--- src/hdl/wdt_map.svh ---
// constants for the windowed watchdog: config encodings and timing counts
`ifndef WDT_MAP_SVH
`define WDT_MAP_SVH
`define WDT_EN_OFF      2'b00
`define WDT_EN_RUNIDLE  2'b01
`define WDT_EN_SOFT     2'b10
`define WDT_EN_ALWAYS   2'b11
`define WDT_PRE_DIV     128
`define WDT_POST_DIV    512
`define WDT_WIN_DIV     4
`define WDT_CNT_ONE     16'h0001
`endif

--- src/hdl/wdt_pkg.sv ---
// types shared by the windowed watchdog
package wdt_pkg;
  typedef enum logic [2:0] {
    WDT_RUN   = 3'b001,
    WDT_SLEEP = 3'b010,
    WDT_IDLE  = 3'b100
  } wdt_mode_e;
  typedef struct packed {
    logic [1:0] enable_cfg;
    logic       window_mode_disable;
  } wdt_cfg_s;
  typedef struct packed {
    logic watchdog_clear_instr;
    logic power_save_instr;
    logic power_save_idle;
    logic osc_switch_done;
    logic wake_event;
  } wdt_evt_s;
endpackage : wdt_pkg

--- src/hdl/wdt_core.sv ---
// windowed watchdog timer with prescaler and postscaler
`timescale 1ns/1ps
`include "wdt_map.svh"

// How it works
// - any device reset clears counter and scalers
// - completed clock switch clears counter and scalers
// - power-save entry clears counter and scalers
// - leaving sleep or idle clears counter, scalers
// - clear instruction in run clears counter, scalers
// - config 11 keeps counting in sleep, idle
// - timeout in sleep or idle wakes, no reset
// - timeout flag sticky until software clears it
// - windowed clear works only in final quarter
// - early windowed clear causes watchdog reset
// - window mode when window disable bit is 0
// - config 11 means always enabled
// - config 10 runs only with soft enable
// - device reset clears soft enable bit
// - config 01 runs in run, idle; stops sleep
// - config 01 ignores soft enable bit
module wdt_core #(
  parameter int PRE_DIV  = `WDT_PRE_DIV,
  parameter int POST_DIV = `WDT_POST_DIV
) (
  input  wire logic             I_CLK_SYS,
  input  wire logic             I_NRST,
  input  wire wdt_pkg::wdt_cfg_s I_CFG,
  input  wire wdt_pkg::wdt_evt_s I_EVT,
  input  wire logic             I_SOFT_EN_WR,
  input  wire logic             I_SOFT_EN_VAL,
  input  wire logic             I_FLAG_CLR,
  output logic                  O_SOFT_WATCHDOG_ENABLE,
  output logic                  O_WATCHDOG_TIMEOUT_FLAG,
  output logic                  O_WDT_RESET,
  output logic                  O_WDT_WAKE,
  output logic                  O_SLEEP_STATUS,
  output logic                  O_IDLE_STATUS,
  output logic                  O_WINDOW_OPEN
);
  import wdt_pkg::*;

  localparam int PW = $clog2(PRE_DIV);
  localparam int CW = $clog2(POST_DIV) + 1;
  localparam logic [PW-1:0] PRE_LAST  = PW'(PRE_DIV - 1);
  localparam logic [CW-1:0] POST_LAST = CW'(POST_DIV - 1);
  // window opens for the last quarter of the postscaler span
  localparam logic [CW-1:0] WIN_START = CW'(POST_DIV - POST_DIV / `WDT_WIN_DIV);

  // ************************************************************
  // mode tracking
  // ************************************************************
  wdt_mode_e       mode_q, mode_d;
  logic [PW-1:0]   pre_q;
  logic [CW-1:0]   post_q;
  logic            soft_en_q;
  logic            flag_q;
  logic            rst_q, wake_q;
  logic            slp_st_q, idl_st_q;
  logic            win_q;

  wire in_run   = (mode_q == WDT_RUN);
  wire in_sleep = (mode_q == WDT_SLEEP);
  wire in_idle  = (mode_q == WDT_IDLE);

  function automatic logic wdt_active(input logic [1:0] cfg, input logic sw,
                                      input logic sleeping);
    unique case (cfg)
      `WDT_EN_ALWAYS:  wdt_active = 1'b1;
      `WDT_EN_SOFT:    wdt_active = sw;
      `WDT_EN_RUNIDLE: wdt_active = !sleeping;
      `WDT_EN_OFF:     wdt_active = 1'b0;
    endcase
  endfunction : wdt_active

  wire active      = wdt_active(I_CFG.enable_cfg, soft_en_q, in_sleep);
  wire ps_enter    = I_EVT.power_save_instr && in_run;
  wire ps_exit     = I_EVT.wake_event && !in_run;
  wire win_mode    = !I_CFG.window_mode_disable;
  wire in_window   = post_q >= WIN_START;
  wire clr_run     = I_EVT.watchdog_clear_instr && in_run;
  wire clr_early   = clr_run && win_mode && !in_window && active;
  wire pre_tick    = active && (pre_q == PRE_LAST);
  wire timeout     = pre_tick && (post_q == POST_LAST);
  wire any_timeout = timeout || clr_early;
  // a run timeout restarts the counters one cycle later through rst_q
  wire wdt_wake    = timeout && !in_run;
  wire restart     = I_EVT.osc_switch_done || ps_enter || ps_exit ||
                     wdt_wake || clr_run || !active || rst_q;

  // a wake from the watchdog itself also returns the mode to run
  always_comb begin
    mode_d = mode_q;
    if (ps_enter) begin
      mode_d = I_EVT.power_save_idle ? WDT_IDLE : WDT_SLEEP;
    end else if (ps_exit || wdt_wake) begin
      mode_d = WDT_RUN;
    end
  end

  always_ff @(posedge I_CLK_SYS or negedge I_NRST) begin
    if (!I_NRST) begin
      mode_q <= WDT_RUN;
    end else begin
      mode_q <= mode_d;
    end
  end

  // ************************************************************
  // prescaler and postscaler counting
  // ************************************************************
  always_ff @(posedge I_CLK_SYS or negedge I_NRST) begin
    if (!I_NRST) begin
      pre_q  <= '0;
      post_q <= '0;
    end else if (restart) begin
      pre_q  <= '0;
      post_q <= '0;
    end else begin
      pre_q  <= pre_tick ? '0 : pre_q + PW'(`WDT_CNT_ONE);
      if (pre_tick) begin
        post_q <= post_q + CW'(`WDT_CNT_ONE);
      end
    end
  end

  // ************************************************************
  // software enable and sticky status
  // ************************************************************
  // soft enable is stored even under 01/11; it just has no effect there
  always_ff @(posedge I_CLK_SYS or negedge I_NRST) begin
    if (!I_NRST) begin
      soft_en_q <= 1'b0;
    end else if (I_SOFT_EN_WR) begin
      soft_en_q <= I_SOFT_EN_VAL;
    end
  end

  // set wins over a software clear in the same cycle
  always_ff @(posedge I_CLK_SYS or negedge I_NRST) begin
    if (!I_NRST) begin
      flag_q <= 1'b0;
    end else if (any_timeout) begin
      flag_q <= 1'b1;
    end else if (I_FLAG_CLR) begin
      flag_q <= 1'b0;
    end
  end

  // status bits left set after wake; software clears them itself
  always_ff @(posedge I_CLK_SYS or negedge I_NRST) begin
    if (!I_NRST) begin
      slp_st_q <= 1'b0;
      idl_st_q <= 1'b0;
    end else if (I_FLAG_CLR) begin
      slp_st_q <= 1'b0;
      idl_st_q <= 1'b0;
    end else if (ps_enter) begin
      slp_st_q <= !I_EVT.power_save_idle;
      idl_st_q <= I_EVT.power_save_idle;
    end
  end

  // ************************************************************
  // reset and wake outputs
  // ************************************************************
  always_ff @(posedge I_CLK_SYS or negedge I_NRST) begin
    if (!I_NRST) begin
      rst_q  <= 1'b0;
      wake_q <= 1'b0;
      win_q  <= 1'b0;
    end else begin
      rst_q  <= (timeout && in_run) || clr_early;
      wake_q <= wdt_wake;
      win_q  <= active && (!win_mode || in_window);
    end
  end

  assign O_SOFT_WATCHDOG_ENABLE  = soft_en_q;
  assign O_WATCHDOG_TIMEOUT_FLAG = flag_q;
  assign O_WDT_RESET             = rst_q;
  assign O_WDT_WAKE              = wake_q;
  assign O_SLEEP_STATUS          = slp_st_q;
  assign O_IDLE_STATUS           = idl_st_q;
  assign O_WINDOW_OPEN           = win_q;

  // ************************************************************
  // span counter for the checks
  // ************************************************************
  // cycles since the last restart; a run period must end by then,
  // otherwise the restart chain after a timeout is broken
  localparam int            SW        = CW + PW;
  localparam logic [SW-1:0] SPAN_LAST = SW'(PRE_DIV * POST_DIV);
  logic [SW-1:0]            span_q;

  always_ff @(posedge I_CLK_SYS or negedge I_NRST) begin
    if (!I_NRST) begin
      span_q <= '0;
    end else if (restart) begin
      span_q <= '0;
    end else begin
      span_q <= span_q + SW'(`WDT_CNT_ONE);
    end
  end
endmodule : wdt_core

--- config.mk ---
export PLATFORM = sky130hd
export DESIGN_NAME = wdt_core
export DESIGN_NICKNAME = d
export VERILOG_FILES = /design/src/hdl/wdt_pkg.sv /design/src/hdl/wdt_core.sv
export VERILOG_INCLUDE_DIRS = /design/src /design/src/hdl
export SDC_FILE = /design/constraint.sdc
export NUM_CORES = 1
export LEC_CHECK = 0
export BUFFER_PORTS_ARGS = -buffer_cell sky130_fd_sc_hd__buf_4
export CORE_UTILIZATION = 55
export CTS_CLUSTER_DIAMETER = 150
export DETAILED_ROUTE_END_ITERATION = 12
export PLACE_DENSITY_LB_ADDON = 0.08
export SYNTH_ARGS = -nofsm -noshare
export SYNTH_HDL_FRONTEND = slang
export SYNTH_SLANG_ARGS = --single-unit
export TNS_END_PERCENT = 30
--- constraint.sdc ---
create_clock -name I_CLK_SYS -period 2.1 [get_ports I_CLK_SYS]
set_clock_uncertainty 0.05 [all_clocks]
set_input_delay 0.315 -clock I_CLK_SYS [delete_from_list [all_inputs] [get_ports I_CLK_SYS]]
set_output_delay 0.315 -clock I_CLK_SYS [all_outputs]
set_load 0.1 [all_outputs]
### After elaboration in Yosys (flattened, before gate mapping)

Cells that the tools add are included.

* bits in registers: 27
* input bits: 13

* $add $sub $neg: 2
* eq/ne operators: 7
* mux-type cells: 14
* reduce and logical (&&, ||, !) cells: 32
* $lt $le $gt $ge: 1

Operators by type and width (number)
* $mux 10: 2
* $mux 7: 2
* $logic_and 1x1->1: 11
* $add 10x1->10 const B: 1
* $eq 10x9->1 const B: 1
* $ge 10x9->1 const B: 1
* $logic_or 1x1->1: 10
* $mux 3: 3
* $reduce_bool 2->1: 4
* $add 7x1->7 const B: 1
* $eq 7x7->1 const B: 1
* $logic_not 1->1: 6
* $mux 1: 6
* $eq 2x2->1 const B: 2
* $pmux 1 s4: 1
* $eq 3x1->1 const B: 1
* $eq 3x2->1 const B: 1
* $eq 2x1->1 const B: 1
* $logic_not 2->1: 1

### Logic depth before layout (Yosys ltp)

Gate-level depths: netlist (run 1).

* depth after elaboration: 11
* depth in mapped cells: 7
* gate-level depth less buffers: 6

### Worst setup path before layout (run 1)

No wires, ideal clock.

* path type: register to register
* from: reg soft_en_q (netlist: O_SOFT_WATCHDOG_ENABLE)
* to: reg post_q[9]
* setup time: 78 ps
* arrival: 2177 ps
* buffers on the path: 0
* cell stages (with the launch flop): 6
* setup slack: -205 ps
* cells stage by stage: dfrtp_1 a21oi_1 nor3b_4 nand4_2 a2111o_1 a21oi_1

* cells in the longest elaborated chain, start to end: 9

RTL lines
* start, declared: RTL line wdt_core.sv:56 `logic soft_en_q;`
* start signal, assigned: RTL line wdt_core.sv:133 `soft_en_q <= 1'b0;`
* start signal, assigned: RTL line wdt_core.sv:135 `soft_en_q <= I_SOFT_EN_VAL;`
* $pmux 1 s4 *: RTL line wdt_core.sv:68 `unique case (cfg)`
* $logic_and 1x1->1: RTL line wdt_core.sv:83 `wire pre_tick = active && (pre_q == PRE_LAST);`
* $logic_and 1x1->1: RTL line wdt_core.sv:84 `wire timeout = pre_tick && (post_q == POST_LAST);`
* $logic_and 1x1->1: RTL line wdt_core.sv:87 `wire wdt_wake = timeout && !in_run;`
* $logic_or 1x1->1: RTL line wdt_core.sv:88 `wire restart = I_EVT.osc_switch_done || ps_enter || ps_exit ||`
* $logic_or 1x1->1 (3 in a row): RTL line wdt_core.sv:89 `wdt_wake || clr_run || !active || rst_q;`
* $mux 10 or $reduce_bool 2->1 (tied branches)
* end signal, assigned: RTL line wdt_core.sv:122 `` post_q <= post_q + CW'(`WDT_CNT_ONE); ``
* end, declared: RTL line wdt_core.sv:55 `logic [CW-1:0] post_q;`

Mark *: on every way between the ends. The rest lies on a longest branch, timed or not.
A chain may end at the register's enable or synchronous reset.

### Worst setup path after layout (run 1)

* from: reg mode_q[0]
* to: reg post_q[0]

* cells in the longest elaborated chain, start to end: 11

RTL lines
* start, declared: RTL line wdt_core.sv:53 `wdt_mode_e mode_q, mode_d;`
* start signal, assigned: RTL line wdt_core.sv:105 `mode_q <= mode_d;`
* $eq 3x2->1: RTL line wdt_core.sv:63 `wire in_sleep = (mode_q == WDT_SLEEP);`
* $logic_not 1->1: RTL line wdt_core.sv:71 `` `WDT_EN_RUNIDLE: wdt_active = !sleeping; ``
* $pmux 1 s4: RTL line wdt_core.sv:68
* $logic_and 1x1->1: RTL line wdt_core.sv:83
* $logic_and 1x1->1: RTL line wdt_core.sv:84
* $logic_and 1x1->1: RTL line wdt_core.sv:87
* $logic_or 1x1->1: RTL line wdt_core.sv:88
* $logic_or 1x1->1 (3 in a row): RTL line wdt_core.sv:89
* $mux 10 or $reduce_bool 2->1 (tied branches)

Several ways; a longest one is shown, not always the timed one.

==> run_results.csv, run 1 <==
group,metric,value,unit
cells_and_area,post_route_cells_drive_above_1_share,31.2,%
clocking,clockBufferDepth,2,
floorplan,die_w,52.2,um
drt,vias,1035,
pwr,clock_power_share,18.2,%
setup_path,crit_path_max_fanout,9,
timing,setup_viol_count_final,0,
pwr,p_sw_share,36.8,%
setup_path,timing.critical_path.arrival,2.14,ns
timing,slew_headroom,67.4,%
drt,antenna_violating_nets_post_route,0,
cells_and_area,fillCellCount,188,
clocking,post_cts_sizing_count,0,
setup_path,timing.critical_path.to_type,"register",
setup_path,setup.worst_path.start_class,"register",
synthesis,proportion_of_synthesized_flip_flops_having_asynchronous_set_or_reset,100,%
floorplan,initial_utilization,60.2,%
clocking,cts-root-buf,"sky130_fd_sc_hd__clkbuf_4",
clocking,insertion_delay,0.32,ns
floorplan,num_io_pins,20,
clocking,cts_htree_levels,1,
pwr,internal_power,776,uW
cells_and_area,design.final.nets,174,
timing,max_clk_rate,0.521,GHz
floorplan,std_cell_rows,17,
synthesis,edff_count_synth,0,
cells_and_area,syn_to_final_growth,17.5,%
synthesis,synth.net_count,145,
global_route,grt_max_degree,28,
setup_path,cp.required,2.32,ns
timing,final.period_utilization,91.5,%
placed_design,io_buffer_count,19,
min_path,hold_depth,2,
setup_path,reg2reg_depth,6,
synthesis,yosys_warnings,0,
pwr,pwr-share-seq,49.7,%
drt,firstDrtPassIters,4,
placed_design,place_inst,180,
synthesis,netlist_instances,129,
timing,worst_slew_pin_slew,0.487,ns
synthesis,syn_area_per_cell,10.7,um2
clocking,tritoncts,"yes",
drt,routed_wirelength,2.72,mm
timing,post-route-min-period,1.92,ns
min_path,hold_path_class,"in -> reg",
min_path,holdCritStartpoint,"I_FLAG_CLR",
setup_path,register_to_register_setup_slack,0.18,ns
setup_path,worst_setup_path_startpoint,"mode_q[0]",
global_route,grt_pass1_wl,4.68,mm
floorplan,core_region_area,0.00230,mm2
global_route,grt_pass1_vias,1080,
pwr,power_switching,451,uW
pwr,combinationalPowerShare,32.1,%
floorplan,chipHeight,52.2,um
synthesis,syn_area,0.00138,mm2
cells_and_area,final_cell_count_no_fill,185,
pwr,max-vdd-ir-drop,0.000632,V
clocking,cts_buffers,3,
flow_run,max-cap-violations,0,
synthesis,synthDistinctLibCells,38,
global_route,globalRoute.totalOverflow,0,
timing,rsz0062_at_grt,"false",
drt,post_drt_wl_per_cell,14.7,um
setup_path,criticalPathCategory,"reg -> reg",
floorplan,die-area,0.00272,mm2
drt,drt_first_iter_violations,10,
min_path,worst_hold_path.endpoint,"O_SLEEP_STATUS",
setup_path,worst_r2r_startpoint,"mode_q[0]",
synthesis,prevailing_post_synth_register_cell,"sky130_fd_sc_hd__dfrtp_1",
cells_and_area,antenna-diode-count,0,
timing,timing.final.max_slew_violations,0,
placed_design,routabilityCongestion,0.889,
drt,drc,0,
clocking,clk_pin_slew,0.14,ns
status,outcome,"complete, no violations",
global_route,antenna_found_initial,0,
pwr,power_leakage,0.000726,uW
timing,timing_hold_violations_final,0,
placed_design,hpwl,2.10,mm
timing,timing.setup.tns,0,ns
synthesis,ys_seq_elements,27,
drt,post_drt_via_cell_ratio,5.59,
setup_path,worst_r2r_endpoint,"post_q[0]",
clocking,clock_sink_count,27,
global_route,overall_routing_resource_usage,24.2,%
timing,final_critical_path_setup_slack,0.179,ns
synthesis,synth-seq-area-share,48.9,%
placed_design,dpl_ws,0.198,ns
pwr,power_density,755,mW/mm2
==> sequential cells by signal, indices dropped and copies added, names as in the netlist <==
signal and count:
post_q 10, pre_q 7, mode_q 3, O_IDLE_STATUS 1
O_SLEEP_STATUS 1, O_SOFT_WATCHDOG_ENABLE 1, O_WATCHDOG_TIMEOUT_FLAG 1, O_WDT_RESET 1
O_WDT_WAKE 1, O_WINDOW_OPEN 1
==> final cells by class <==
| cell class | count | area [um2] | area share (%) |
|---|---|---|---|
| sequential | 27 | 678 | 41.7 |
| timing repair buffer | 25 | 190 | 11.7 |
| multi-input combinational | 95 | 673 | 41.4 |
| tap | 28 | 35.0 | 2.16 |
| clock buffer | 4 | 26.3 | 1.62 |
| inverter | 6 | 22.5 | 1.39 |
==> synthesized netlist by cell type (all sizes together) (2+ instances only) <==
cell type,n,area share [%]
nor2,25,8.8
and3,6,2.7
a21oi,7,2.8
inv,6,1.6
ha,3,2.7
o21ai,2,0.72
nand4,2,1.4
xnor2,4,2.5
xor2,9,5.7
nand2,7,1.9
nand3,11,4.0
nor3,3,2.3
dfrtp,26,47
nor3b,3,2.8
==> logic make-up (layout without fill, tap and decap cells) <==
logic type,Yosys count,in the layout,share of synthesized area [%]
AND/OR/NAND/NOR,62,62,28.0
flip-flops,27,27,48.9
AO/OA/AOI/OAI,16,16,8.86
XOR/XNOR,13,13,8.23
buffers and inverters,7,35,2.44
adder cells (fa/ha/maj),3,3,2.71
multiplexers,1,1,0.814
==> layout by cell type, fill, tap and decap left out, types with 3 or more instances in the layout <==
cell type / n
sky130_fd_sc_hd__buf_4: 24
sky130_fd_sc_hd__nor2_1: 16
sky130_fd_sc_hd__inv_1: 6
sky130_fd_sc_hd__nand2_1: 7
sky130_fd_sc_hd__dfrtp_1: 25
sky130_fd_sc_hd__xnor2_1: 4
sky130_fd_sc_hd__a21oi_1: 6
sky130_fd_sc_hd__nor2_2: 8
sky130_fd_sc_hd__clkbuf_4: 3
sky130_fd_sc_hd__xor2_1: 9
sky130_fd_sc_hd__nand3_1: 11
sky130_fd_sc_hd__ha_1: 3
sky130_fd_sc_hd__and3_1: 6
==> what timing repair did <==
action | in CTS | in global routing
endpoints found under the hold margin | 26 | 0
buffers inserted | 0 | 0
hold buffers | 1 | 0
==> layer usage <==
layer  vias up  GRT usage [%]  share of wire [%]
li1        499              -                  -
met1       513           28.6                 44
met2        18           43.2                 52
met3         5           5.26                3.1
met4         0           7.89                1.1
met5         -              0                  0
==> per-stage QoR <==
stage	hold slack [ns]	total power [uW]	instance area [um2]	util [%]
final	0.0917	1230	1630	70.8
after global routing	0.0882	1280	1630	70.8
after CTS	0.0855	1240	1630	70.8
after detailed placement	0.199	1020	1590	69.2
after global placement	0.191	997	1590	69.2
after floorplan	-0.0306	895	1390	-
==> power groups by stage <==
stage / Clock, uW / Combinational, uW / Sequential [uW]
2_1_floorplan: 0 / 171 / 725
3_3_place_gp: 0 / 382 / 616
3_5_place_dp: 0 / 394 / 621
4_1_cts: 231 / 396 / 611
5_1_grt: 246 / 422 / 616
6_report: 224 / 394 / 610
==> how the worst max path moves through the flow <==
stage | slack [ns] | depth (start not counted) | to
final | 0.18 | 6 | post_q[0]
after global routing | 0.10 | 6 | post_q[0]
after CTS | 0.17 | 6 | post_q[1]
after detailed placement | 0.20 | 6 | post_q[1]
after global placement | 0.25 | 6 | post_q[1]
after floorplan | 0.12 | 5 | post_q[9]
==> worst max-delay path, cell delays in order (launching register included) <==
cell	delay, ns
sky130_fd_sc_hd__dfstp_2	0.59
sky130_fd_sc_hd__or3b_4	0.43
sky130_fd_sc_hd__nor3_4	0.16
sky130_fd_sc_hd__o211ai_4	0.12
sky130_fd_sc_hd__a31o_1	0.22
sky130_fd_sc_hd__buf_4	0.19
sky130_fd_sc_hd__nor2_2	0.11
(Power assumes the default switching activity.)
==> run 2: changes to the inputs <==
ABC_AREA = 1   (was unset)
BUFFER_PORTS_ARGS = -buffer_cell sky130_fd_sc_hd__buf_2   (was -buffer_cell sky130_fd_sc_hd__buf_4)
==> run_results.csv, run 2 <==
group,metric,value,unit
status,outcome,"complete, no violations",
cells_and_area,largest_registers,"post_q (10), pre_q (7), mode_q (3)",
clocking,cts-root-buf,"sky130_fd_sc_hd__clkbuf_4",
cells_and_area,final_cell_count_no_fill,214,
synthesis,syn_area,0.00138,mm2
clocking,cts_htree_levels,1,
synthesis,synthDistinctLibCells,29,
cells_and_area,layout_common_cells,"sky130_fd_sc_hd__nand2_1, sky130_fd_sc_hd__nor2_1, sky130_fd_sc_hd__dfrtp_1",
global_route,antenna_found_initial,0,
setup_path,timing.critical_path.arrival,2.05,ns
floorplan,initial_utilization,60.1,%
drt,firstDrtPassIters,4,
timing,post-route-min-period,1.85,ns
floorplan,core_region_area,0.00230,mm2
cells_and_area,design.final.nets,203,
floorplan,chipHeight,52.1,um
floorplan,num_io_pins,20,
cells_and_area,antenna-diode-count,0,
synthesis,netlist_instances,163,
placed_design,hpwl,1.92,mm
synthesis,yosys_warnings,0,
global_route,grt_pass1_vias,995,
min_path,hold_path_class,"in -> reg",
setup_path,reg2reg_depth,10,
synthesis,netlist.top_cell.by_area,"sky130_fd_sc_hd__dfrtp_1",
pwr,power_switching,457,uW
cells_and_area,final-seq-area,677,um2
floorplan,std_cell_rows,17,
pwr,p_sw_share,38.6,%
timing,timing_hold_violations_final,0,
placed_design,routabilityCongestion,0.850,
clocking,insertion_delay,0.32,ns
clocking,clock_sink_count,27,
clocking,clockBufferDepth,2,
timing,final.period_utilization,88.1,%
setup_path,worst_path_dominant_cell_family,"simple AND/OR/NAND/NOR gates",
pwr,post-layout-total-power,1190,uW
synthesis,synth.most_common_cell,"sky130_fd_sc_hd__nand2_1",
setup_path,worst_r2r_endpoint,"pre_q[3]",
setup_path,critPathMaxStageDelay,0.42,ns
setup_path,criticalPathCategory,"reg -> reg",
drt,post_drt_wl_per_cell,11.4,um
placed_design,place_inst,209,
cells_and_area,syn_to_final_growth,11.2,%
synthesis,synth-seq-area-share,49.0,%
pwr,clock_power_share,18.0,%
min_path,worst_hold_path.endpoint,"O_IDLE_STATUS",
drt,post_drt_via_cell_ratio,5.01,
pwr,max-vdd-ir-drop,0.000739,V
timing,max_clk_rate,0.541,GHz
drt,antenna_violating_nets_post_route,0,
setup_path,worst_r2r_startpoint,"pre_q[0]",
drt,routed_wirelength,2.45,mm
timing,slew_headroom,61.2,%
setup_path,timing.critical_path.to_type,"register",
global_route,grt_pass1_wl,4.02,mm
synthesis,syn_area_per_cell,8.47,um2
global_route,grt_max_degree,28,
synthesis,ys_seq_elements,27,
cells_and_area,largest_register_ffs,10,
pwr,power_leakage,0.000733,uW
synthesis,synth.cells.most_frequent,"sky130_fd_sc_hd__nand2_1, sky130_fd_sc_hd__nor2_1, sky130_fd_sc_hd__dfrtp_1, sky130_fd_sc_hd__inv_1, sky130_fd_sc_hd__nand3_1",
timing,rsz0062_at_grt,"false",
pwr,power_density,772,mW/mm2
setup_path,crit_path_max_fanout,9,
setup_path,critPathBufInv,1,
synthesis,ranking_of_synthesized_cells_by_area,"sky130_fd_sc_hd__dfrtp_1, sky130_fd_sc_hd__nand2_1, sky130_fd_sc_hd__nor2_1",
setup_path,setup.worst_path.start_class,"register",
synthesis,proportion_of_synthesized_flip_flops_having_asynchronous_set_or_reset,100,%
setup_path,crit_slowest_cell,"sky130_fd_sc_hd__dfrtp_1",
timing,setup_viol_count_final,0,
placed_design,io_buffer_count,19,
clocking,post_cts.repair.setup_buffers,0,
pwr,internal_power,728,uW
global_route,overall_routing_resource_usage,20.6,%
synthesis,synth_largest_type_area_fraction,47.1,%
timing,timing.setup.tns,0,ns
cells_and_area,post-route-cell-area,0.00154,mm2
setup_path,cp.required,2.30,ns
cells_and_area,largest_register,"post_q",
timing,worst_slew_pin_slew,0.583,ns
cells_and_area,area_taken_by_multi_input_logic_gates,602,um2
synthesis,synth.net_count,179,
floorplan,die-area,0.00271,mm2
synthesis,edff_count_synth,0,
timing,timing.final.max_slew_violations,0,
pwr,combinationalPowerShare,31.6,%
clocking,post_cts_sizing_count,0,
flow_run,max-cap-violations,0,
pwr,pwr-share-seq,50.5,%
clocking,cts_buffers,3,
floorplan,die_w,52.1,um
setup_path,register_to_register_setup_slack,0.25,ns
cells_and_area,mostFrequentLayoutCell,"sky130_fd_sc_hd__nand2_1",
drt,drc,0,
min_path,holdCritStartpoint,"I_FLAG_CLR",
placed_design,placed_area,0.00150,mm2
drt,vias,1073,
cells_and_area,fillCellCount,204,
global_route,globalRoute.totalOverflow,0,
setup_path,crit_path_cell_trace,"ha_1, nand3_2, clkinv_1, nand2_2, nor2_8, nand3_2, nand3_1, nor2_1, nand2_1, nor2_1",
drt,drt_first_iter_violations,29,
clocking,tritoncts,"yes",
cells_and_area,post_route_cells_drive_above_1_share,18.3,%
clocking,clk_pin_slew,0.13,ns
min_path,hold_depth,2,
synthesis,prevailing_post_synth_register_cell,"sky130_fd_sc_hd__dfrtp_1",
## run 2: cell count changes after synthesis, moves of 4 or more
cell	delta
sky130_fd_sc_hd__inv_1	+16
sky130_fd_sc_hd__nor2_1	+12
sky130_fd_sc_hd__and3_1	-6
sky130_fd_sc_hd__nor2_2	-7
sky130_fd_sc_hd__nand2_1	+27
sky130_fd_sc_hd__o21bai_1	+4
## run 2: worst max path at each step
stage                                 startpoint  slack [ns]         to  depth (start not counted)
after floorplan           O_SOFT_WATCHDOG_ENABLE        0.17  post_q[3]                          8
after global placement                  pre_q[0]        0.37   pre_q[0]                         10
after detailed placement                pre_q[0]        0.30   pre_q[3]                         10
after CTS                               pre_q[0]        0.28   pre_q[3]                         10
after global routing                    pre_q[0]        0.18   pre_q[3]                         10
final                                   pre_q[0]        0.25   pre_q[3]                         10
## run 2: cell families after synthesis
logic type / Yosys count / synth area share (%)
compound gates: 14 / 5.98
simple gates: 85 / 29.0
mux: 1 / 0.816
flops: 27 / 49.0
fa+ha+maj: 3 / 2.72
buf+inv: 25 / 7.34
xor+xnor: 8 / 5.08
## run 2: metal layers
layer	vias to the layer above	routed length, um	global-route usage, %
met5	-	0	0
met4	0	44	9.91
met3	5	81	3.22
met2	21	1180	34.6
met1	498	1150	25.7
li1	549	-	-
## run 2: timing repair
item                       4_1_cts  5_1_grt
hold endpoints to repair        26        0
setup endpoints to repair        0        0
hold buffers                     1        0
## run 2: worst reg2reg max path, cell delays in order (launching register included)
cell and delay [ns]:
sky130_fd_sc_hd__dfrtp_1 0.42, sky130_fd_sc_hd__ha_1 0.24, sky130_fd_sc_hd__nand3_2 0.10, sky130_fd_sc_hd__clkinv_1 0.08
sky130_fd_sc_hd__nand2_2 0.12, sky130_fd_sc_hd__nor2_8 0.07, sky130_fd_sc_hd__nand3_2 0.10, sky130_fd_sc_hd__nand3_1 0.13
sky130_fd_sc_hd__nor2_1 0.21, sky130_fd_sc_hd__nand2_1 0.14, sky130_fd_sc_hd__nor2_1 0.13
## run 2: layout make-up
class	instances	area share, %
clock buffers	4	1.71
inverters	24	5.87
multi-input cells	111	39.2
flip-flops and latches	27	44.1
well taps	28	2.28
repair buffers	20	6.85
## run 2: per-stage QoR
step                utilization [%]  hold WS (ns)  setup WS (ns)
global route                   66.8         0.109          0.176
finish                         66.8         0.106          0.251
floorplan                         -       -0.0306          0.172
detailed placement             65.3         0.299          0.303
CTS                            66.8        0.0960          0.277
global placement               65.3         0.287          0.370
## run 2: power groups by stage
| stage | logic (uW) | registers, uW | clock network [uW] |
|---|---|---|---|
| floorplan | 161 | 745 | 0 |
| global placement | 367 | 608 | 0 |
| detailed placement | 374 | 608 | 0 |
| CTS | 376 | 598 | 221 |
| global route | 406 | 608 | 233 |
| finish | 374 | 598 | 213 |
